$ cat config.mk
export PLATFORM = sky130hd
export DESIGN_NAME = vicfg_regs
export DESIGN_NICKNAME = d
export VERILOG_FILES = /design/src/vicfg_pkg.sv /design/src/vicfg_regs.sv /design/src/vicfg_metric_init.sv
export VERILOG_INCLUDE_DIRS = /design/src
export SDC_FILE = /design/constraint.sdc
export NUM_CORES = 1
export LEC_CHECK = 0
export CORE_ASPECT_RATIO = 1.5
export CORE_UTILIZATION = 45
export DETAILED_ROUTE_END_ITERATION = 12
export DONT_BUFFER_PORTS = 1
export GPL_TIMING_DRIVEN = 0
export SLEW_MARGIN = 25
export SYNTH_ARGS = -nofsm -noshare
export SYNTH_HDL_FRONTEND = slang
export SYNTH_SLANG_ARGS = --single-unit
$ cat constraint.sdc
create_clock -name sys_clk -period 13.07 [get_ports sys_clk]
set_clock_uncertainty 0.1 [all_clocks]
set_input_delay 0.6535 -clock sys_clk [delete_from_list [all_inputs] [get_ports sys_clk]]
set_output_delay 0.6535 -clock sys_clk [all_outputs]
set_load 0.005 [all_outputs]
$ cat src/vicfg_map.svh
// register offsets, field positions and reset values of the input configuration bank
`ifndef VICFG_MAP_SVH
`define VICFG_MAP_SVH

// byte offsets on the memory-mapped bus
`define VICFG_OFS_GEN      16'h0000
`define VICFG_OFS_EDC      16'h0004
`define VICFG_OFS_FLEN     16'h0008
`define VICFG_OFS_TBO      16'h000C
`define VICFG_OFS_ISM      16'h0010
`define VICFG_OFS_SEL      16'h0014

// writable bit masks; everything else is reserved
`define VICFG_MASK_GEN     32'hFFFFFFFF
`define VICFG_MASK_EDC     32'h1FFF0000
`define VICFG_MASK_FLEN    32'hFFFFFFFF
`define VICFG_MASK_TBO     32'h11FFFFFF
`define VICFG_MASK_ISM     32'h1FFF1FFF
`define VICFG_MASK_SEL     32'h000000FF

// reset values
`define VICFG_RST_WORD     32'h00000000
`define VICFG_RST_SEL      8'h00

// field positions
`define VICFG_YAM_EN_BIT   28
`define VICFG_YAM_T_MSB    27
`define VICFG_YAM_T_LSB    16
`define VICFG_ORDER_BIT    28
`define VICFG_TB_EN_BIT    24
`define VICFG_TB_IDX_MSB   23
`define VICFG_TB_IDX_LSB   16
`define VICFG_HI_MSB       31
`define VICFG_HI_LSB       16
`define VICFG_LO_MSB       15
`define VICFG_LO_LSB       0
`define VICFG_LOWM_MSB     28
`define VICFG_LOWM_LSB     16
`define VICFG_PEAKM_MSB    12
`define VICFG_PEAKM_LSB    0

// traceback mode codes seen on the mode input
`define VICFG_TB_CONV      2'h2
`define VICFG_TB_MIXED     2'h3

`endif

$ cat src/vicfg_pkg.sv
// types shared by the input configuration bank and its metric initialiser
package vicfg_pkg;

    // whole state of the register bank
    typedef struct packed {
        logic [31:0] gen_ff;      // generator polynomial word
        logic [31:0] edc_ff;      // early decision word
        logic [31:0] flen_ff;     // reliability and frame length word
        logic [31:0] tbo_ff;      // traceback and order word
        logic [31:0] ism_ff;      // initial metric word
        logic [7:0]  sel_ff;      // peak metric state select
        logic [31:0] rdata_ff;    // read data
        logic        rvalid_ff;   // read answer strobe
        logic [31:0] dec_ff;      // reordered decision word
        logic        conv_ff;     // convergence distance in use
    } vicfg_state_s;

    // state of the metric initialiser
    typedef struct packed {
        logic [12:0] metric_ff;   // metric for the queried state
    } vicfg_metric_s;

endpackage

$ cat src/vicfg_regs.sv
// input configuration register bank of the convolutional decoder
// What this block does
// (RL1) four generator bytes, three high, zero low
// (RL2) nine-bit polynomials, constant coefficient forced one
// (RL3) first-delay tap in byte msb
// (RL4) bit 28 enables early decision
// (RL5) twelve-bit early decision threshold, bits 27-16
// (RL6) reserved bits read zero, ignore writes
// (RL7) host writes zero to low reserved bits
// (RL8) reliability length in bits 31-16
// (RL9) frame length in bits 15-0
// (RL10) bit 28 picks output bit order
// (RL11) bit 24 enables programmed traceback start
// (RL12) bits 23-16 give traceback start state
// (RL13) convergence distance, used only when frame long
// (RL14) thirteen-bit low metric, bits 28-16
// (RL15) thirteen-bit peak metric, bits 12-0
// (RL16) selected state peak metric, others low
// (RL17) host keeps configuration stable during decode
`timescale 1ns/1ps
`include "vicfg_map.svh"

module vicfg_regs (
    input  wire logic        sys_clk,                      // system clock, 25 MHz
    input  wire logic        rstn,                         // async reset, active low
    // memory-mapped register port
    input  wire logic [15:0] bus_addr,                     // byte address
    input  wire logic        bus_wr,                       // write strobe
    input  wire logic        bus_rd,                       // read strobe
    input  wire logic [31:0] bus_wdata,                    // write data
    output logic      [31:0] bus_rdata,                    // read data
    output logic             bus_rvalid,                   // read answer strobe
    // generator polynomials, coefficient k at bit k
    output logic      [8:0]  generator_taps_zero,          // polynomial g0
    output logic      [8:0]  generator_taps_one,           // polynomial g1
    output logic      [8:0]  generator_taps_two,           // polynomial g2
    output logic      [8:0]  generator_taps_three,         // polynomial g3
    // early decision
    output logic             yamamoto_enable,              // early decision on
    output logic      [11:0] yamamoto_threshold,           // early decision threshold
    // lengths
    output logic      [15:0] reliability_length,           // sliding window length
    output logic      [15:0] frame_length,                 // frame length
    // traceback and output order
    output logic             traceback_start_load_enable,  // start from programmed state
    output logic      [7:0]  traceback_start_index,        // programmed start state
    output logic      [15:0] convergence_distance,         // convergent section length
    input  wire logic [1:0]  traceback_mode,               // mode from the datapath
    input  wire logic [3:0]  constraint_length,            // code constraint length
    output logic             convergence_distance_used,    // distance applies
    input  wire logic [31:0] decision_word_in,             // decisions, bit 0 first
    output logic      [31:0] decision_word_out,            // decisions in chosen order
    // initial state metrics
    output logic      [12:0] low_initial_metric,           // metric of other states
    output logic      [12:0] peak_initial_metric,          // metric of selected state
    output logic      [7:0]  peak_metric_state_select,     // selected state
    input  wire logic [7:0]  metric_query_idx,             // state being initialised
    output logic      [12:0] metric_query_value            // its metric, one cycle later
);

    logic rst_meta_ff;  // reset release, first stage
    logic rst_sync_ff;  // reset release, second stage

    vicfg_pkg::vicfg_state_s st_ff;   // registered state
    vicfg_pkg::vicfg_state_s nxt_st;  // next state

    logic        hit_gen;   // address decodes
    logic        hit_edc;
    logic        hit_flen;
    logic        hit_tbo;
    logic        hit_ism;
    logic        hit_sel;
    logic [16:0] conv_lim;  // frame limit for convergent mode
    logic [16:0] mix_lim;   // frame limit for mixed mode

    // reset is released synchronously so no flop sees a runt edge
    always_ff @(posedge sys_clk or negedge rstn) begin
        if (!rstn) begin
            rst_meta_ff <= 1'b0;
            rst_sync_ff <= 1'b0;
        end else begin
            rst_meta_ff <= 1'b1;
            rst_sync_ff <= rst_meta_ff;
        end
    end

    // turn a stored tap byte into a 9-bit polynomial
    function automatic logic [8:0] expand_poly(input logic [7:0] taps);
        logic [8:0] p;
        p = 9'h001; // RL2
        for (int k = 1; k <= 8; k++) begin
            p[k] = taps[8 - k]; // RL3
        end
        return p;
    endfunction

    // reverse bit order of a decision word
    function automatic logic [31:0] flip_word(input logic [31:0] w);
        logic [31:0] r;
        r = 32'h00000000;
        for (int k = 0; k < 32; k++) begin
            r[k] = w[31 - k];
        end
        return r;
    endfunction

    // address decode, full match on aligned words
    always_comb begin
        hit_gen  = (bus_addr == `VICFG_OFS_GEN);
        hit_edc  = (bus_addr == `VICFG_OFS_EDC);
        hit_flen = (bus_addr == `VICFG_OFS_FLEN);
        hit_tbo  = (bus_addr == `VICFG_OFS_TBO);
        hit_ism  = (bus_addr == `VICFG_OFS_ISM);
        hit_sel  = (bus_addr == `VICFG_OFS_SEL);
    end

    // frame length thresholds, one bit wider so no sum wraps
    always_comb begin
        conv_lim = {1'b0, st_ff.flen_ff[`VICFG_HI_MSB:`VICFG_HI_LSB]}
                 + {1'b0, st_ff.tbo_ff[`VICFG_LO_MSB:`VICFG_LO_LSB]};
        mix_lim  = {1'b0, st_ff.flen_ff[`VICFG_HI_MSB:`VICFG_HI_LSB]}
                 + {13'h0000, constraint_length} - 17'h00001;
    end

    // next state: register writes, read answer and derived outputs
    always_comb begin
        nxt_st = st_ff;
        // writes keep only the defined bits, reserved bits stay zero
        if (bus_wr) begin
            if (hit_gen) begin
                nxt_st.gen_ff = bus_wdata & `VICFG_MASK_GEN; // RL1
            end
            if (hit_edc) begin
                // low half is masked, whatever the host puts there
                nxt_st.edc_ff = bus_wdata & `VICFG_MASK_EDC; // RL6
            end
            if (hit_flen) begin
                nxt_st.flen_ff = bus_wdata & `VICFG_MASK_FLEN; // RL8 RL9
            end
            if (hit_tbo) begin
                nxt_st.tbo_ff = bus_wdata & `VICFG_MASK_TBO; // RL6
            end
            if (hit_ism) begin
                nxt_st.ism_ff = bus_wdata & `VICFG_MASK_ISM; // RL14 RL15
            end
            if (hit_sel) begin
                nxt_st.sel_ff = bus_wdata[7:0]; // RL16
            end
        end
        // reads answer one cycle later; unmapped reads give zero
        nxt_st.rvalid_ff = bus_rd;
        if (bus_rd) begin
            if (hit_gen) begin
                nxt_st.rdata_ff = st_ff.gen_ff;
            end else if (hit_edc) begin
                nxt_st.rdata_ff = st_ff.edc_ff;
            end else if (hit_flen) begin
                nxt_st.rdata_ff = st_ff.flen_ff;
            end else if (hit_tbo) begin
                nxt_st.rdata_ff = st_ff.tbo_ff;
            end else if (hit_ism) begin
                nxt_st.rdata_ff = st_ff.ism_ff;
            end else if (hit_sel) begin
                nxt_st.rdata_ff = {24'h000000, st_ff.sel_ff};
            end else begin
                nxt_st.rdata_ff = 32'h00000000; // RL6
            end
        end else begin
            // data is only meaningful with the strobe; hold zero between
            nxt_st.rdata_ff = 32'h00000000;
        end
        // decision word order
        if (st_ff.tbo_ff[`VICFG_ORDER_BIT]) begin
            nxt_st.dec_ff = flip_word(decision_word_in); // RL10
        end else begin
            nxt_st.dec_ff = decision_word_in; // RL10
        end
        // the distance only matters when the frame outruns the window
        unique case (traceback_mode)
            `VICFG_TB_MIXED: begin
                nxt_st.conv_ff = {1'b0, st_ff.flen_ff[`VICFG_LO_MSB:`VICFG_LO_LSB]}
                               > mix_lim; // RL13
            end
            `VICFG_TB_CONV: begin
                nxt_st.conv_ff = {1'b0, st_ff.flen_ff[`VICFG_LO_MSB:`VICFG_LO_LSB]}
                               > conv_lim; // RL13
            end
            default: begin
                // tailed mode and the illegal code never use it
                nxt_st.conv_ff = 1'b0;
            end
        endcase
    end

    // state register, cleared by the synchronised reset
    always_ff @(posedge sys_clk or negedge rst_sync_ff) begin
        if (!rst_sync_ff) begin
            st_ff.gen_ff    <= `VICFG_RST_WORD;
            st_ff.edc_ff    <= `VICFG_RST_WORD;
            st_ff.flen_ff   <= `VICFG_RST_WORD;
            st_ff.tbo_ff    <= `VICFG_RST_WORD;
            st_ff.ism_ff    <= `VICFG_RST_WORD;
            st_ff.sel_ff    <= `VICFG_RST_SEL;
            st_ff.rdata_ff  <= 32'h00000000;
            st_ff.rvalid_ff <= 1'b0;
            st_ff.dec_ff    <= 32'h00000000;
            st_ff.conv_ff   <= 1'b0;
        end else begin
            st_ff <= nxt_st;
        end
    end

    // bus answer
    assign bus_rdata  = st_ff.rdata_ff;
    assign bus_rvalid = st_ff.rvalid_ff;

    // generator fields, three in top byte down to zero in bottom byte
    assign generator_taps_zero  = expand_poly(st_ff.gen_ff[7:0]);   // RL1
    assign generator_taps_one   = expand_poly(st_ff.gen_ff[15:8]);  // RL1
    assign generator_taps_two   = expand_poly(st_ff.gen_ff[23:16]); // RL1
    assign generator_taps_three = expand_poly(st_ff.gen_ff[31:24]); // RL1

    // early decision fields
    assign yamamoto_enable    = st_ff.edc_ff[`VICFG_YAM_EN_BIT]; // RL4
    assign yamamoto_threshold = st_ff.edc_ff[`VICFG_YAM_T_MSB:`VICFG_YAM_T_LSB]; // RL5

    // length fields
    assign reliability_length = st_ff.flen_ff[`VICFG_HI_MSB:`VICFG_HI_LSB]; // RL8
    assign frame_length       = st_ff.flen_ff[`VICFG_LO_MSB:`VICFG_LO_LSB]; // RL9

    // traceback fields
    assign traceback_start_load_enable = st_ff.tbo_ff[`VICFG_TB_EN_BIT]; // RL11
    assign traceback_start_index = st_ff.tbo_ff[`VICFG_TB_IDX_MSB:`VICFG_TB_IDX_LSB]; // RL12
    assign convergence_distance  = st_ff.tbo_ff[`VICFG_LO_MSB:`VICFG_LO_LSB]; // RL13
    assign convergence_distance_used = st_ff.conv_ff;
    assign decision_word_out     = st_ff.dec_ff;

    // metric fields
    assign low_initial_metric  = st_ff.ism_ff[`VICFG_LOWM_MSB:`VICFG_LOWM_LSB]; // RL14
    assign peak_initial_metric = st_ff.ism_ff[`VICFG_PEAKM_MSB:`VICFG_PEAKM_LSB]; // RL15
    assign peak_metric_state_select = st_ff.sel_ff;

    // per-state initial metric; registered so the datapath sees a clean value
    vicfg_metric_init u_metric_init (
        .clk          (sys_clk),
        .rst_n        (rst_sync_ff),
        .query_idx    (metric_query_idx),
        .peak_select  (st_ff.sel_ff),
        .peak_metric  (peak_initial_metric),
        .low_metric   (low_initial_metric),
        .metric_value (metric_query_value)
    );
endmodule

$ cat src/vicfg_metric_init.sv
// initial state metric chooser for one queried state
`timescale 1ns/1ps
`include "vicfg_map.svh"

module vicfg_metric_init (
    input  wire logic        clk,          // system clock
    input  wire logic        rst_n,        // synchronised reset, active low
    input  wire logic [7:0]  query_idx,    // state being initialised
    input  wire logic [7:0]  peak_select,  // state that gets the peak metric
    input  wire logic [12:0] peak_metric,  // peak initial metric
    input  wire logic [12:0] low_metric,   // metric of every other state
    output logic      [12:0] metric_value  // registered metric, one cycle later
);

    vicfg_pkg::vicfg_metric_s st_ff;   // registered state
    vicfg_pkg::vicfg_metric_s nxt_st;  // next state

    // only the selected state starts high, all others low
    always_comb begin
        nxt_st = st_ff;
        if (query_idx == peak_select) begin
            nxt_st.metric_ff = peak_metric; // RL16
        end else begin
            nxt_st.metric_ff = low_metric; // RL16
        end
    end

    // state register
    always_ff @(posedge clk or negedge rst_n) begin
        if (!rst_n) begin
            st_ff <= '0;
        end else begin
            st_ff <= nxt_st;
        end
    end

    assign metric_value = st_ff.metric_ff;
endmodule

==> results_tabular.tex, run 1 <==
\begin{tabular}{lr}
\hline
Metric & Value \\
\hline
\multicolumn{2}{l}{\textbf{Drt}} \\
Top layer reached by signal wires & met4 \\
Initial detailed-routing violation count & 459 \\
Metal-1 WL & 13700 um \\
Number of vias per cell after detailed routing & 5.63 \\
Wirelength per Cell & 23.9 um \\
Total number of vias & 8642 \\
Met3 WL post-DR & 2450 um \\
Number of iterations in the first detailed-routing pass & 6 \\
Antenna viol nets, final & 0 \\
Overall routed net length & 36700 um \\
Routed length on met2 & slightly below 20000 um \\
Remaining routing DRC violations & 0 \\
\multicolumn{2}{l}{\textbf{Worst setup path}} \\
Critical Path Start Type & register \\
Critical R2R Launch & reliability\_length[2] \\
Timing startpoint of the critical path & reliability\_length[2] \\
Crit path max-delay family & compound AO/OA/AOI/OAI gates \\
Endpoint kind of the worst setup timing path & register \\
CP max-delay cell & sky130\_fd\_sc\_hd\_\_a311oi\_1 \\
Crit-path most repeated cell & sky130\_fd\_sc\_hd\_\_ha\_1 \\
Largest stage delay on the critical path & around 0.77 ns \\
Worst path bufs/invs & 2 \\
FF-to-FF setup slack & 8.67 ns \\
Cells on worst reg2reg path & 16 \\
Worst endpoint data arrival time & around 4.7 ns \\
Reg-to-reg critical path endpoint & convergence\_distance\_used \\
Required time at the worst-slack endpoint & 13.38 ns \\
Worst Setup Path Type & register to register \\
Cells along the critical path & inv\_1 -> ha\_1 -> inv\_1 -> ha\_1 -> a21oi\_1 -> nor2b\_1 -> a311oi\_1 -> o21ai\_0 -> a2111oi\_0 -> nor3b\_1 -> ha\_1 -> a21o\_1 -> a211oi\_1 -> o2111ai\_1 -> nand4\_1 -> o32ai\_1 \\
Worst-path fanout max & 5 \\
\multicolumn{2}{l}{\textbf{Timing}} \\
Max Fclk & 227 MHz \\
Min cycle time layout & approximately 4.4 ns \\
Final Slew Violations & 0 \\
Remaining max-slew budget at the tightest pin & slightly below 40\% \\
Hold Violations, Final & 0 \\
Sum of negative setup slack & 0 ns \\
Final period utilization & 33.6\% \\
Worst-Margin Slew & 0.902 ns \\
Setup repair after global routing missed its margin & false \\
Setup Viol. Count Final & 0 \\
\multicolumn{2}{l}{\textbf{Synth}} \\
Avg Inst Size Synth & 11.2 sq um \\
Count of flip-flops with a built-in enable after synthesis & 0 \\
Post-synthesis instance total & 1139 \\
Post-synthesis sequential element count & 218 \\
Fraction of the yosys area taken by sequential cells & a little over two fifths \\
Number of distinct library cells after synthesis & 63 \\
Share of flip-flops with an asynchronous set or reset after synthesis & 100\% \\
Cell area after technology mapping & around 13000 sq um \\
Predominant post-synthesis flop cell & sky130\_fd\_sc\_hd\_\_dfrtp\_1 \\
Number of synthesis warnings & 0 \\
\multicolumn{2}{l}{\textbf{Floorplanning}} \\
Die span in x & 139 um \\
Die Footprint & 29000 sq um \\
Standard-cell row count & 75 \\
Io pins & 317 \\
Std-Cell Core Area & 27900 sq um \\
Initial core utilization & 45.7\% \\
Vertical die dimension & between 200 and 250 um \\
\multicolumn{2}{l}{\textbf{Pwr}} \\
Reg power frac & between 40\% and 50\% \\
Internal power of the cells & 1.12 mW \\
Cell Pwr Density & 103 nW/um\^{}2 \\
Relative contribution of the clock network to total power & between 40\% and 50\% \\
Switching pwr & 324 uW \\
Static Leakage & 7.16 nW \\
Worst-case vdd ir drop & 0.100 mV \\
Net switching fraction of the power & 22.4\% \\
Combinational Power Share & 4.3\% \\
Total power & $\sim$1.4 mW \\
\multicolumn{2}{l}{\textbf{Worst hold path}} \\
Hold\_sp & bus\_rd \\
Type of the worst min-delay path & input pin to register \\
Hold depth & 0 \\
End of the worst hold path & bus\_rvalid \\
\multicolumn{2}{l}{\textbf{Layout}} \\
Antenna diodes & 0 \\
Area used by sequential logic in the layout & 5460 sq um \\
Synthesis-to-layout area growth & 10.7\% \\
Multi-input gate area & approximately 5400 sq um \\
Fraction of layout cells with a size suffix above 1 & 37.3\% \\
Total Nets Final & 1340 \\
Share of the core filled with cells & between 50\% and 60\% \\
Number of fillers in the final layout & 2527 \\
\multicolumn{2}{l}{\textbf{Global routing}} \\
Gr ovfl total & 0 \\
Number of global-route vias before repair & 8736 \\
Largest net degree at the start of global routing & 53 \\
First-pass GRT wire length & 53900 um \\
Number of antenna violations at the first check in global routing & 0 \\
Global-route usage over all layers & 25.0\% \\
\multicolumn{2}{l}{\textbf{Placement}} \\
Final RePlAce weighted congestion & 0.873 \\
Count of input and output buffers & 0 \\
Detailed placement HPWL & 28400 um \\
\multicolumn{2}{l}{\textbf{CTS}} \\
Maximum buffer depth of the clock tree & 3 \\
Library cell used as clock root buffer & sky130\_fd\_sc\_hd\_\_clkbuf\_16 \\
Number of buffers added for setup after CTS & 0 \\
Worst-Skew Late Latency & 0.54 ns \\
Total CTS buffers & 23 \\
Number of clock sinks & 218 \\
TritonCTS clock tree & built \\
Clock-pin slew of the registers on the worst-case setup and hold paths & around 0.070 ns \\
Number of levels the H-tree was split into & 1 \\
\multicolumn{2}{l}{\textbf{Flow run}} \\
Max\_cap viols & 0 \\
\multicolumn{2}{l}{\textbf{Run status}} \\
Result of the run & finished, final reports clean \\
\hline
\end{tabular}
## cell usage in the layout (no fill, tap or decap), types with 4 or more instances in the layout
master and n:
sky130_fd_sc_hd__dfrtp_1 217, sky130_fd_sc_hd__buf_4 205, sky130_fd_sc_hd__mux2_2 165, sky130_fd_sc_hd__ha_1 67
sky130_fd_sc_hd__nor2_1 41, sky130_fd_sc_hd__inv_1 40, sky130_fd_sc_hd__nand2_1 40, sky130_fd_sc_hd__o21ai_0 40
sky130_fd_sc_hd__a21oi_1 31, sky130_fd_sc_hd__clkbuf_1 27, sky130_fd_sc_hd__clkbuf_16 23, sky130_fd_sc_hd__a22oi_1 21
sky130_fd_sc_hd__nor3_1 17, sky130_fd_sc_hd__xor2_1 17, sky130_fd_sc_hd__a21boi_0 16, sky130_fd_sc_hd__xnor2_1 15
sky130_fd_sc_hd__nor2b_1 12, sky130_fd_sc_hd__a21o_1 12, sky130_fd_sc_hd__nand3_1 11, sky130_fd_sc_hd__o21a_1 10
sky130_fd_sc_hd__mux2_4 10, sky130_fd_sc_hd__buf_2 9, sky130_fd_sc_hd__mux2i_1 8, sky130_fd_sc_hd__o31ai_1 8
sky130_fd_sc_hd__a22o_1 7, sky130_fd_sc_hd__nand4_1 6, sky130_fd_sc_hd__nand2b_1 6, sky130_fd_sc_hd__o22ai_1 6
sky130_fd_sc_hd__and3_1 6, sky130_fd_sc_hd__a31oi_1 5, sky130_fd_sc_hd__a222oi_1 5, sky130_fd_sc_hd__mux2_1 5
sky130_fd_sc_hd__conb_1 5, sky130_fd_sc_hd__clkbuf_8 5, sky130_fd_sc_hd__buf_1 4, sky130_fd_sc_hd__a221oi_1 4
sky130_fd_sc_hd__a2111oi_0 4, sky130_fd_sc_hd__o21bai_1 4
## power by group through the flow
stage	sequential (mW)	clock, mW	combinational, mW
2_1_floorplan	0.704	0	0.0375
3_5_place_dp	0.697	0	0.0629
5_1_grt	0.685	0.733	0.0695
3_3_place_gp	0.708	0	0.0464
6_report	0.684	0.701	0.0621
4_1_cts	0.684	0.712	0.0634
## worst max-delay path by stage
stage / endpoint / slack [ns] / depth (start not counted)
global route: convergence_distance_used / 8.30 / 16
floorplan: bus_rdata[0] / 6.45 / 0
global placement: generator_taps_two[3] / 3.58 / 0
finish: convergence_distance_used / 8.67 / 16
detailed placement: convergence_distance_used / 8.64 / 16
CTS: convergence_distance_used / 8.63 / 17
## cell families (layout without fill, tap and decap cells)
kind of cell               count (synthesis)  count (layout)  share of synthesized area [%]
buffers and inverters                    281             327                           14.5
DFF                                      218             218                           42.9
AOI/OAI and AO/OA                        192             192                           10.3
muxes                                    188             188                           16.9
and+or+nand+nor                          158             158                           6.33
adders and majority gates                 69              69                           6.90
xor gates and xnor gates                  32              32                           2.20
other                                      1               5                         0.0295
## metal layers
metal / vias up / global-route usage (%)
met1: 4333 / 28.2
li1: 3890 / -
met3: 71 / 4.93
met4: 0 / 8.89
met2: 348 / 46.2
met5: - / 0
## worst register-to-register path: cells and delay by family, from the launching register on
family,cells,cell delay [ns]
flip-flops,1,0.49
AO/OA/AOI/OAI,8,2.24
buffers and inverters,2,0.18
adder cells (fa/ha/maj),3,0.91
AND/OR/NAND/NOR,3,0.35
## cells in the mapped netlist (15+ instances only)
| master | number | share of area (%) |
|---|---|---|
| sky130_fd_sc_hd__clkbuf_1 | 21 | 0.62 |
| sky130_fd_sc_hd__a21boi_0 | 16 | 0.94 |
| sky130_fd_sc_hd__nor2_1 | 41 | 1.2 |
| sky130_fd_sc_hd__inv_1 | 40 | 1.2 |
| sky130_fd_sc_hd__nor3_1 | 17 | 0.67 |
| sky130_fd_sc_hd__mux2_2 | 165 | 15 |
| sky130_fd_sc_hd__a21oi_1 | 31 | 1.2 |
| sky130_fd_sc_hd__xor2_1 | 17 | 1.2 |
| sky130_fd_sc_hd__buf_4 | 205 | 12 |
| sky130_fd_sc_hd__nand2_1 | 40 | 1.2 |
| sky130_fd_sc_hd__a22oi_1 | 21 | 1.2 |
| sky130_fd_sc_hd__dfrtp_1 | 218 | 43 |
| sky130_fd_sc_hd__ha_1 | 67 | 6.6 |
| sky130_fd_sc_hd__xnor2_1 | 15 | 1.0 |
| sky130_fd_sc_hd__o21ai_0 | 40 | 1.6 |
## what timing repair did
action	in CTS	in global routing
endpoints found under the hold margin	2	0
resized for setup	0	0
hold buffers	1	0
## registers in the layout, indices dropped and copies added (netlist names)
register	cells
bus_rdata	32
bus_rvalid	1
convergence_distance	16
convergence_distance_used	1
decision_word_out	32
frame_length	16
generator_taps_one	8
generator_taps_three	8
generator_taps_two	8
generator_taps_zero	8
low_initial_metric	13
peak_initial_metric	13
peak_metric_state_select	8
reliability_length	16
rst_meta_ff	1
rst_sync_ff	1
st_ff	1
traceback_start_index	8
traceback_start_load_enable	1
u_metric_init.metric_value	13
yamamoto_enable	1
yamamoto_threshold	12
## final cells by class
type	instances	area share [%]
timing repair buffer	5	0.799
clock inverter	7	0.933
sequential	218	38.8
tap	346	3.07
inverter	40	1.07
multi-input combinational	644	38.6
clock buffer	34	4.73
buffer	241	12.1
## stage by stage
stage	instance area (sq um)	setup slack, ns	hold WS, ns	instances
floorplan	12700	6.45	0.231	1143
global placement	13200	3.58	0.236	1489
detailed placement	13300	8.64	0.205	1493
CTS	14100	8.63	0.0287	1535
global route	14100	8.30	0.0269	1535
finish	14100	8.67	0.0435	1535
No activity file was read; power rests on OpenSTA's default activity.
==> inputs of run 2 (changes only) <==
- ABC_AREA: unset -> 1
- clock period: 13.07 -> 4.1 ns (I/O delays scaled with it)
==> run 2 against run 1 <==
Worst setup slack worse by 8.2 ns; area after synthesis is 2.0% higher; die area is 2.0% higher; combinational power grew to 4.9 times the previous value; sequential share of layout area is 2.9 points lower.
==> results_tabular.tex, run 2 <==
\begin{tabular}{lr}
\hline
Metric & Value \\
\hline
\multicolumn{2}{l}{\textbf{Placement}} \\
Detailed placement HPWL & 32500 um \\
Placed Area & 13500 sq um \\
Final RePlAce weighted congestion & 0.936 \\
Count of input and output buffers & 0 \\
Number of cells in the design after placement & 1937 \\
\multicolumn{2}{l}{\textbf{Timing}} \\
Hold Violations, Final & 0 \\
Setup Viol. Count Final & 0 \\
Worst-Margin Slew & 0.692 ns \\
Final period utilization & about nine tenths \\
Remaining max-slew budget at the tightest pin & 53.9\% \\
Setup repair after global routing missed its margin & false \\
Min cycle time layout & 3.65 ns \\
Final Slew Violations & 0 \\
Max Fclk & 274 MHz \\
\multicolumn{2}{l}{\textbf{Synth}} \\
Post-synthesis instance total & 1583 \\
Top cell type's share of synthesized area & between 40\% and 50\% \\
Area leader, netlist & sky130\_fd\_sc\_hd\_\_dfrtp\_1 \\
Avg Inst Size Synth & slightly above 8 sq um \\
Number of distinct library cells after synthesis & 47 \\
Cell with the most instances after synthesis & sky130\_fd\_sc\_hd\_\_nand2\_1 \\
Cell area after technology mapping & 13000 sq um \\
Count of flip-flops with a built-in enable after synthesis & 0 \\
Share of flip-flops with an asynchronous set or reset after synthesis & 100\% \\
Number of synthesis warnings & 0 \\
Predominant post-synthesis flop cell & sky130\_fd\_sc\_hd\_\_dfrtp\_1 \\
Leading cell types by count after synthesis & 372 x sky130\_fd\_sc\_hd\_\_nand2\_1, 218 x sky130\_fd\_sc\_hd\_\_dfrtp\_1, 204 x sky130\_fd\_sc\_hd\_\_buf\_4, 145 x sky130\_fd\_sc\_hd\_\_inv\_1, 95 x sky130\_fd\_sc\_hd\_\_o21ai\_0 \\
Ranking of synthesized cells by area & sky130\_fd\_sc\_hd\_\_dfrtp\_1 42\%, sky130\_fd\_sc\_hd\_\_buf\_4 12\%, sky130\_fd\_sc\_hd\_\_nand2\_1 11\% \\
Fraction of the yosys area taken by sequential cells & 42.0\% \\
Post-synthesis sequential element count & 218 \\
\multicolumn{2}{l}{\textbf{Pwr}} \\
Static Leakage & 7.90 nW \\
Cell Pwr Density & just over 300 nW/um\^{}2 \\
Worst-case vdd ir drop & 0.324 mV \\
\multicolumn{2}{l}{\textbf{Global routing}} \\
Global-route usage over all layers & 28.8\% \\
Global routing met2 resource utilization & 52.4\% \\
Number of antenna violations at the first check in global routing & 0 \\
First-pass GRT wire length & between 60000 and 70000 um \\
Most heavily used metal layer in global routing & met2 \\
Met3 track demand over resource in global routing & about 4.2\% \\
Largest net degree at the start of global routing & 53 \\
Number of global-route vias before repair & 11100 \\
GR Layer Usage met1 & about a third \\
Gr ovfl total & 0 \\
\multicolumn{2}{l}{\textbf{Layout}} \\
Most frequent cells in the layout & 372 x sky130\_fd\_sc\_hd\_\_nand2\_1, 217 x sky130\_fd\_sc\_hd\_\_dfrtp\_1, 204 x sky130\_fd\_sc\_hd\_\_buf\_4, 145 x sky130\_fd\_sc\_hd\_\_inv\_1, 95 x sky130\_fd\_sc\_hd\_\_o21ai\_0 \\
Non-Filler Cell Area, Final & approximately 15000 sq um \\
Total Nets Final & 1876 \\
Antenna diodes & 0 \\
Final standard cell count with taps included and fillers excluded & 2069 \\
Synthesis-to-layout area growth & 17.2\% \\
Fraction of layout cells with a size suffix above 1 & 18.5\% \\
Commonest non-fill, non-tap cell in the layout & sky130\_fd\_sc\_hd\_\_nand2\_1 \\
\multicolumn{2}{l}{\textbf{Floorplanning}} \\
Initial core utilization & 46.1\% \\
Die span in x & 141 um \\
Std-Cell Core Area & 28200 sq um \\
Standard-cell row count & 75 \\
Vertical die dimension & 210 um \\
Io pins & 317 \\
Die Footprint & between 20000 and 30000 sq um \\
\multicolumn{2}{l}{\textbf{Worst setup path}} \\
Required time at the worst-slack endpoint & around 4.4 ns \\
Worst Setup Path Type & register to register \\
Critical R2R Launch & reliability\_length[1] \\
Reg-to-reg critical path endpoint & convergence\_distance\_used \\
Endpoint kind of the worst setup timing path & register \\
CP max-delay cell & sky130\_fd\_sc\_hd\_\_dfrtp\_1 \\
Worst-path fanout max & 6 \\
Cells along the critical path & inv\_1 -> ha\_1 -> inv\_1 -> ha\_1 -> fa\_1 -> nand3\_1 -> nand2\_1 -> nand2\_1 -> nand3\_1 -> nand2\_1 -> o21ai\_0 -> nand2\_1 -> nand2\_1 -> nand2\_1 -> nand2\_1 -> ha\_1 -> nand2\_1 -> nor2\_1 -> nand3\_1 -> nor2\_1 -> a21oi\_1 -> nand3\_1 -> nand2\_1 \\
Critical Path Start Type & register \\
FF-to-FF setup slack & 0.45 ns \\
Cells on worst reg2reg path & 23 \\
Crit-path most repeated cell & sky130\_fd\_sc\_hd\_\_nand2\_1 \\
Largest stage delay on the critical path & 0.58 ns \\
Worst endpoint data arrival time & 3.96 ns \\
\multicolumn{2}{l}{\textbf{Drt}} \\
Wirelength per Cell & 20.3 um \\
Remaining routing DRC violations & 0 \\
Initial detailed-routing violation count & about 610 \\
Total number of vias & approximately 11000 \\
Overall routed net length & 42100 um \\
Number of iterations in the first detailed-routing pass & 5 \\
Antenna viol nets, final & 0 \\
Number of vias per cell after detailed routing & 5.27 \\
\multicolumn{2}{l}{\textbf{CTS}} \\
Number of clock sinks & $\sim$220 \\
Total CTS buffers & 23 \\
Number of buffers added for setup after CTS & 0 \\
Library cell used as clock root buffer & sky130\_fd\_sc\_hd\_\_clkbuf\_16 \\
Worst-Skew Late Latency & between 0.5 and 0.6 ns \\
Number of levels the H-tree was split into & 1 \\
TritonCTS clock tree & built \\
Maximum buffer depth of the clock tree & 3 \\
Clock-pin slew of the registers on the worst-case setup and hold paths & 0.06 ns \\
\multicolumn{2}{l}{\textbf{Flow run}} \\
Max\_cap viols & 0 \\
\multicolumn{2}{l}{\textbf{Worst hold path}} \\
Hold depth & 2 \\
Hold\_sp & bus\_wdata[28] \\
End of the worst hold path & reliability\_length[12] \\
Type of the worst min-delay path & input pin to register \\
\multicolumn{2}{l}{\textbf{Run status}} \\
Result of the run & finished, final reports clean \\
\hline
\end{tabular}
-- run 2: cell types whose count changed in the layout (fill, tap and decap cells not counted), moves of 16 or more --
cell and change:
sky130_fd_sc_hd__dlygate4sd3_1 +92, sky130_fd_sc_hd__nand3_1 +45, sky130_fd_sc_hd__inv_1 +105, sky130_fd_sc_hd__o21ai_1 +81, sky130_fd_sc_hd__a22oi_1 -21, sky130_fd_sc_hd__a21boi_0 -16
sky130_fd_sc_hd__mux2_2 -165, sky130_fd_sc_hd__a21oi_1 +61, sky130_fd_sc_hd__nand2_1 +332, sky130_fd_sc_hd__buf_2 +18, sky130_fd_sc_hd__nor2_1 +33, sky130_fd_sc_hd__o21ai_0 +55
-- run 2: through the flow --
stage / hold WS [ns] / util (%) / TNS [ns] / total power, mW / worst slack (ns)
final: 0.00156 / 54.0 / 0 / 4.63 / 0.451
after global routing: 0.0385 / 54.0 / 0 / 4.78 / 0.139
after CTS: 0.000200 / 54.0 / 0 / 4.66 / 0.402
after detailed placement: -0.191 / 48.1 / 0 / 2.46 / 0.416
after global placement: -0.191 / 47.7 / -209.71 / 2.44 / -0.989
after floorplan: -0.191 / - / 0 / 2.38 / 0.414
-- run 2: area by class of cell --
class	count	area, sq um
Tap cell	346	433
Clock inverter	10	135
Clock buffer	29	618
Inverter	152	571
Buffer	253	1780
Multi-Input combinational cell	964	5190
Sequential cell	218	5460
Timing Repair Buffer	97	1030
Fill cell	2636	12900
-- run 2: logic make-up (layout without fill, tap and decap cells) --
kind of cell,Yosys count,count (layout),synth area share (%)
AOI/OAI and AO/OA,303,303,12.4
xor gates and xnor gates,32,32,2.16
adders and majority gates,69,69,6.76
buffers and inverters,405,541,18.1
DFF,218,218,42.0
other,1,5,0.0289
and+or+nand+nor,555,555,18.5
-- run 2: power breakdown --
part           switching (mW)  internal [mW]
clock network           0.878           1.26
logic                   0.174          0.133
registers              0.0154           2.17
total                    1.07           3.56
-- run 2: worst max-delay path: cells and delay by family, from the launching register on --
family / cells / cell delay [ns]
fa+ha+maj: 4 / 1.18
flops: 1 / 0.58
buf+inv: 2 / 0.12
simple gates: 15 / 1.36
compound gates: 2 / 0.21
-- run 2: worst max-delay path by stage --
stage	startpoint	to	slack, ns	cells after the start
4_1_cts	reliability_length[1]	convergence_distance_used	0.40	23
5_1_grt	reliability_length[1]	convergence_distance_used	0.14	23
6_report	reliability_length[1]	convergence_distance_used	0.45	23
2_1_floorplan	rst_sync_ff	bus_rdata[0]	0.41	0
3_3_place_gp	rst_sync_ff	convergence_distance_used	-0.99	0
3_5_place_dp	reliability_length[1]	convergence_distance_used	0.42	23
-- run 2: repair_timing --
item | CTS | global route
endpoints found under the hold margin | 174 | 0
resized for setup | 0 | 0
hold buffers | 93 | 0
-- run 2: layer usage --
metal | vias to the layer above | wire (um)
li1 | 5131 | -
met4 | 0 | 2070
met5 | - | 0
met1 | 5236 | 15900
met2 | 430 | 21800
met3 | 99 | 2300
==> inputs of run 3 (changes only) <==
- CORE_ASPECT_RATIO: 1.5 -> 0.5
- RECOVER_POWER: unset -> 50
==> run 3 against run 2 <==
The flow now finishes with violations (capacitance limit, slew limit); sequential cell count stayed put; design area is 0.86% lower; worst setup slack worse by 0.14 ns; wire length is 2.6% higher; final cell count is 1.8% higher; sequential power hardly changed; combinational power hardly changed; maximum frequency is 3.7% lower; via count is 1.8% higher; critical path depth is 2 lower; critical endpoint unchanged; largest power group unchanged; highest routed layer is now met5.
==> results_tabular.tex, run 3 (synthesis results as in run 2) <==
\begin{tabular}{lr}
\hline
Metric & Value \\
\hline
\multicolumn{2}{l}{\textbf{Pwr}} \\
Total power & approximately 4.5 mW \\
Cell Pwr Density & about 300 nW/um\^{}2 \\
Worst-case vdd ir drop & 0.251 mV \\
Net switching fraction of the power & 25.4\% \\
Reg power frac & 48.5\% \\
Static Leakage & approximately 7.7 nW \\
Internal power of the cells & 3.36 mW \\
Relative contribution of the clock network to total power & approximately 45\% \\
Switching pwr & about 1.1 mW \\
Combinational Power Share & 6.8\% \\
\multicolumn{2}{l}{\textbf{Timing}} \\
Hold Violations, Final & 0 \\
Least setup slack across all paths after layout & 0.311 ns \\
Final Slew Violations & 47 \\
Final period utilization & $\sim$92\% \\
Min cycle time layout & 3.79 ns \\
Setup repair after global routing missed its margin & false \\
Max Fclk & 264 MHz \\
Worst-Margin Slew & 1.88 ns \\
Remaining max-slew budget at the tightest pin & -25.5\% \\
Setup Viol. Count Final & 0 \\
\multicolumn{2}{l}{\textbf{Drt}} \\
Total number of vias & 11100 \\
Antenna viol nets, final & 0 \\
Number of vias per cell after detailed routing & about 5.3 \\
Initial detailed-routing violation count & 1051 \\
Number of iterations in the first detailed-routing pass & 5 \\
Overall routed net length & 43200 um \\
Wirelength per Cell & 20.5 um \\
Remaining routing DRC violations & 0 \\
\multicolumn{2}{l}{\textbf{Floorplanning}} \\
Initial core utilization & 46.3\% \\
Die span in x & around 240 um \\
Std-Cell Core Area & approximately 28000 sq um \\
Die Footprint & 29600 sq um \\
Io pins & $\sim$320 \\
Standard-cell row count & 43 \\
Vertical die dimension & about 120 um \\
\multicolumn{2}{l}{\textbf{Run status}} \\
Failing checks & capacitance limit, slew limit \\
Result of the run & complete, but fails checks \\
\multicolumn{2}{l}{\textbf{CTS}} \\
Number of levels the H-tree was split into & 1 \\
Number of buffers added for setup after CTS & 0 \\
Number of clock sinks & 218 \\
Library cell used as clock root buffer & sky130\_fd\_sc\_hd\_\_clkbuf\_16 \\
Maximum buffer depth of the clock tree & 3 \\
Clock-pin slew of the registers on the worst-case setup and hold paths & 0.07 ns \\
Total CTS buffers & 22 \\
Worst-Skew Late Latency & 0.55 ns \\
TritonCTS clock tree & built \\
\multicolumn{2}{l}{\textbf{Worst setup path}} \\
Worst path bufs/invs & 2 \\
Reg-to-reg critical path endpoint & convergence\_distance\_used \\
Critical Path Start Type & register \\
CP max-delay cell & sky130\_fd\_sc\_hd\_\_dfrtp\_1 \\
Cells along the critical path & inv\_1 -> ha\_1 -> inv\_1 -> ha\_1 -> nand3\_1 -> nand2\_1 -> nand2\_1 -> nand3\_1 -> nand2\_1 -> o21ai\_0 -> nand2\_1 -> nand3b\_1 -> nand2\_1 -> ha\_1 -> nand2\_1 -> nor2\_1 -> nand3\_1 -> nor2\_1 -> a21oi\_1 -> nand3\_1 -> nand2\_1 \\
Crit path max-delay family & simple AND/OR/NAND/NOR gates \\
Worst-path fanout max & 4 \\
Critical R2R Launch & reliability\_length[3] \\
Worst endpoint data arrival time & 4.12 ns \\
Endpoint kind of the worst setup timing path & register \\
Cells on worst reg2reg path & 21 \\
Worst Setup Path Type & register to register \\
Crit-path most repeated cell & sky130\_fd\_sc\_hd\_\_nand2\_1 \\
Required time at the worst-slack endpoint & 4.43 ns \\
Timing startpoint of the critical path & reliability\_length[3] \\
Largest stage delay on the critical path & about 0.6 ns \\
FF-to-FF setup slack & 0.31 ns \\
Crit. path cell count & 21 \\
\multicolumn{2}{l}{\textbf{Flow run}} \\
Max\_cap viols & 1 \\
\multicolumn{2}{l}{\textbf{Placement}} \\
Count of input and output buffers & 0 \\
Final RePlAce weighted congestion & around 0.96 \\
Pre-CTS setup slack & 0.330 ns \\
Detailed placement HPWL & around 33000 um \\
\multicolumn{2}{l}{\textbf{Layout}} \\
Commonest non-fill, non-tap cell in the layout & sky130\_fd\_sc\_hd\_\_nand2\_1 \\
Total Nets Final & 1876 \\
Fraction of layout cells with a size suffix above 1 & between 15 and 20\% \\
Synthesis-to-layout area growth & 16.2\% \\
Antenna diodes & 0 \\
Most frequent cells in the layout & 372 x sky130\_fd\_sc\_hd\_\_nand2\_1, 217 x sky130\_fd\_sc\_hd\_\_dfrtp\_1, 150 x sky130\_fd\_sc\_hd\_\_clkbuf\_4, 146 x sky130\_fd\_sc\_hd\_\_inv\_1, 97 x sky130\_fd\_sc\_hd\_\_o21ai\_0 \\
\multicolumn{2}{l}{\textbf{Global routing}} \\
Gr ovfl total & 0 \\
Largest net degree at the start of global routing & 52 \\
Number of global-route vias before repair & approximately 11000 \\
Global-route usage over all layers & between 20 and 30\% \\
First-pass GRT wire length & approximately 64000 um \\
Number of antenna violations at the first check in global routing & 2 \\
\multicolumn{2}{l}{\textbf{Worst hold path}} \\
End of the worst hold path & peak\_metric\_state\_select[4] \\
Hold\_sp & bus\_wr \\
Hold depth & 4 \\
Type of the worst min-delay path & input pin to register \\
\hline
\end{tabular}
## run 3: cell types whose count changed in the layout (fill, tap and decap cells not counted), moves of 2 or more
cell and change:
sky130_fd_sc_hd__clkbuf_4 +150, sky130_fd_sc_hd__clkinv_2 +4, sky130_fd_sc_hd__buf_2 -3, sky130_fd_sc_hd__o21ai_1 -2, sky130_fd_sc_hd__buf_4 -176, sky130_fd_sc_hd__clkinvlp_4 +2
sky130_fd_sc_hd__o21ai_0 +2, sky130_fd_sc_hd__clkbuf_1 +26, sky130_fd_sc_hd__bufinv_16 -3
## run 3: final cells by class
class	count	area [sq um]
plain buffers	253	1680
clock inverters	14	110
multi-input cells	964	5180
fillers	2580	12900
flip-flops and latches	218	5460
clock buffers	26	596
inverters	152	571
well taps	382	478
repair buffers	98	1010
## run 3: worst max-delay path by stage
stage                                     end  slack (ns)
finish              convergence_distance_used        0.31
detailed placement  convergence_distance_used        0.33
floorplan                        bus_rdata[0]        0.41
global placement        decision_word_out[13]       -0.97
CTS                 convergence_distance_used        0.29
global route        convergence_distance_used       0.004
## run 3: worst register-to-register path, stage by stage, from the launching register on
cell                       delay, ns
sky130_fd_sc_hd__dfrtp_1        0.61
sky130_fd_sc_hd__inv_1          0.23
sky130_fd_sc_hd__ha_1           0.34
sky130_fd_sc_hd__inv_1          0.04
sky130_fd_sc_hd__ha_1           0.34
sky130_fd_sc_hd__nand3_1        0.13
sky130_fd_sc_hd__nand2_1        0.11
sky130_fd_sc_hd__nand2_1        0.08
sky130_fd_sc_hd__nand3_1        0.08
sky130_fd_sc_hd__nand2_1        0.10
sky130_fd_sc_hd__o21ai_0        0.27
sky130_fd_sc_hd__nand2_1        0.12
sky130_fd_sc_hd__nand3b_1       0.10
sky130_fd_sc_hd__nand2_1        0.06
sky130_fd_sc_hd__ha_1           0.27
sky130_fd_sc_hd__nand2_1        0.06
sky130_fd_sc_hd__nor2_1         0.15
sky130_fd_sc_hd__nand3_1        0.09
sky130_fd_sc_hd__nor2_1         0.16
sky130_fd_sc_hd__a21oi_1        0.08
sky130_fd_sc_hd__nand3_1        0.11
sky130_fd_sc_hd__nand2_1        0.06
## run 3: what timing repair did
item | 4_1_cts | 5_1_grt
resized for setup | 0 | 1
hold buffers | 94 | 0
hold endpoints to repair | 184 | 0
setup endpoints to repair | 0 | 1
## run 3: per-layer routing
metal  GRT usage, %  vias up  part of all wire [%]
met5              0        -                 0.030
met4           6.21        2                   2.1
met3           6.61       63                   8.7
met2           45.9      486                    45
met1           40.8     5380                    44
li1               -     5163                     -
## run 3: metrics by stage
stage          instance area, sq um  TNS [ns]  cells  hold WS [ns]  utilization (%)
3_5_place_dp                  13600         0   1973        -0.191             48.4
2_1_floorplan                 13000         0   1587        -0.191                -
3_3_place_gp                  13500   -200.27   1969        -0.191             48.1
5_1_grt                       15100         0   2107        0.0299             53.8
6_report                      15100         0   2107        0.0256             53.8
4_1_cts                       15200         0   2107       0.00145             54.3
## run 3: power groups by stage
| stage | clock [mW] | combinational (mW) | sequential, mW |
|---|---|---|---|
| after floorplan | 0 | 0.140 | 2.24 |
| after global placement | 0 | 0.183 | 2.26 |
| after detailed placement | 0 | 0.233 | 2.22 |
| after CTS | 2.04 | 0.307 | 2.18 |
| after global routing | 2.13 | 0.336 | 2.18 |
| final | 2.01 | 0.306 | 2.18 |
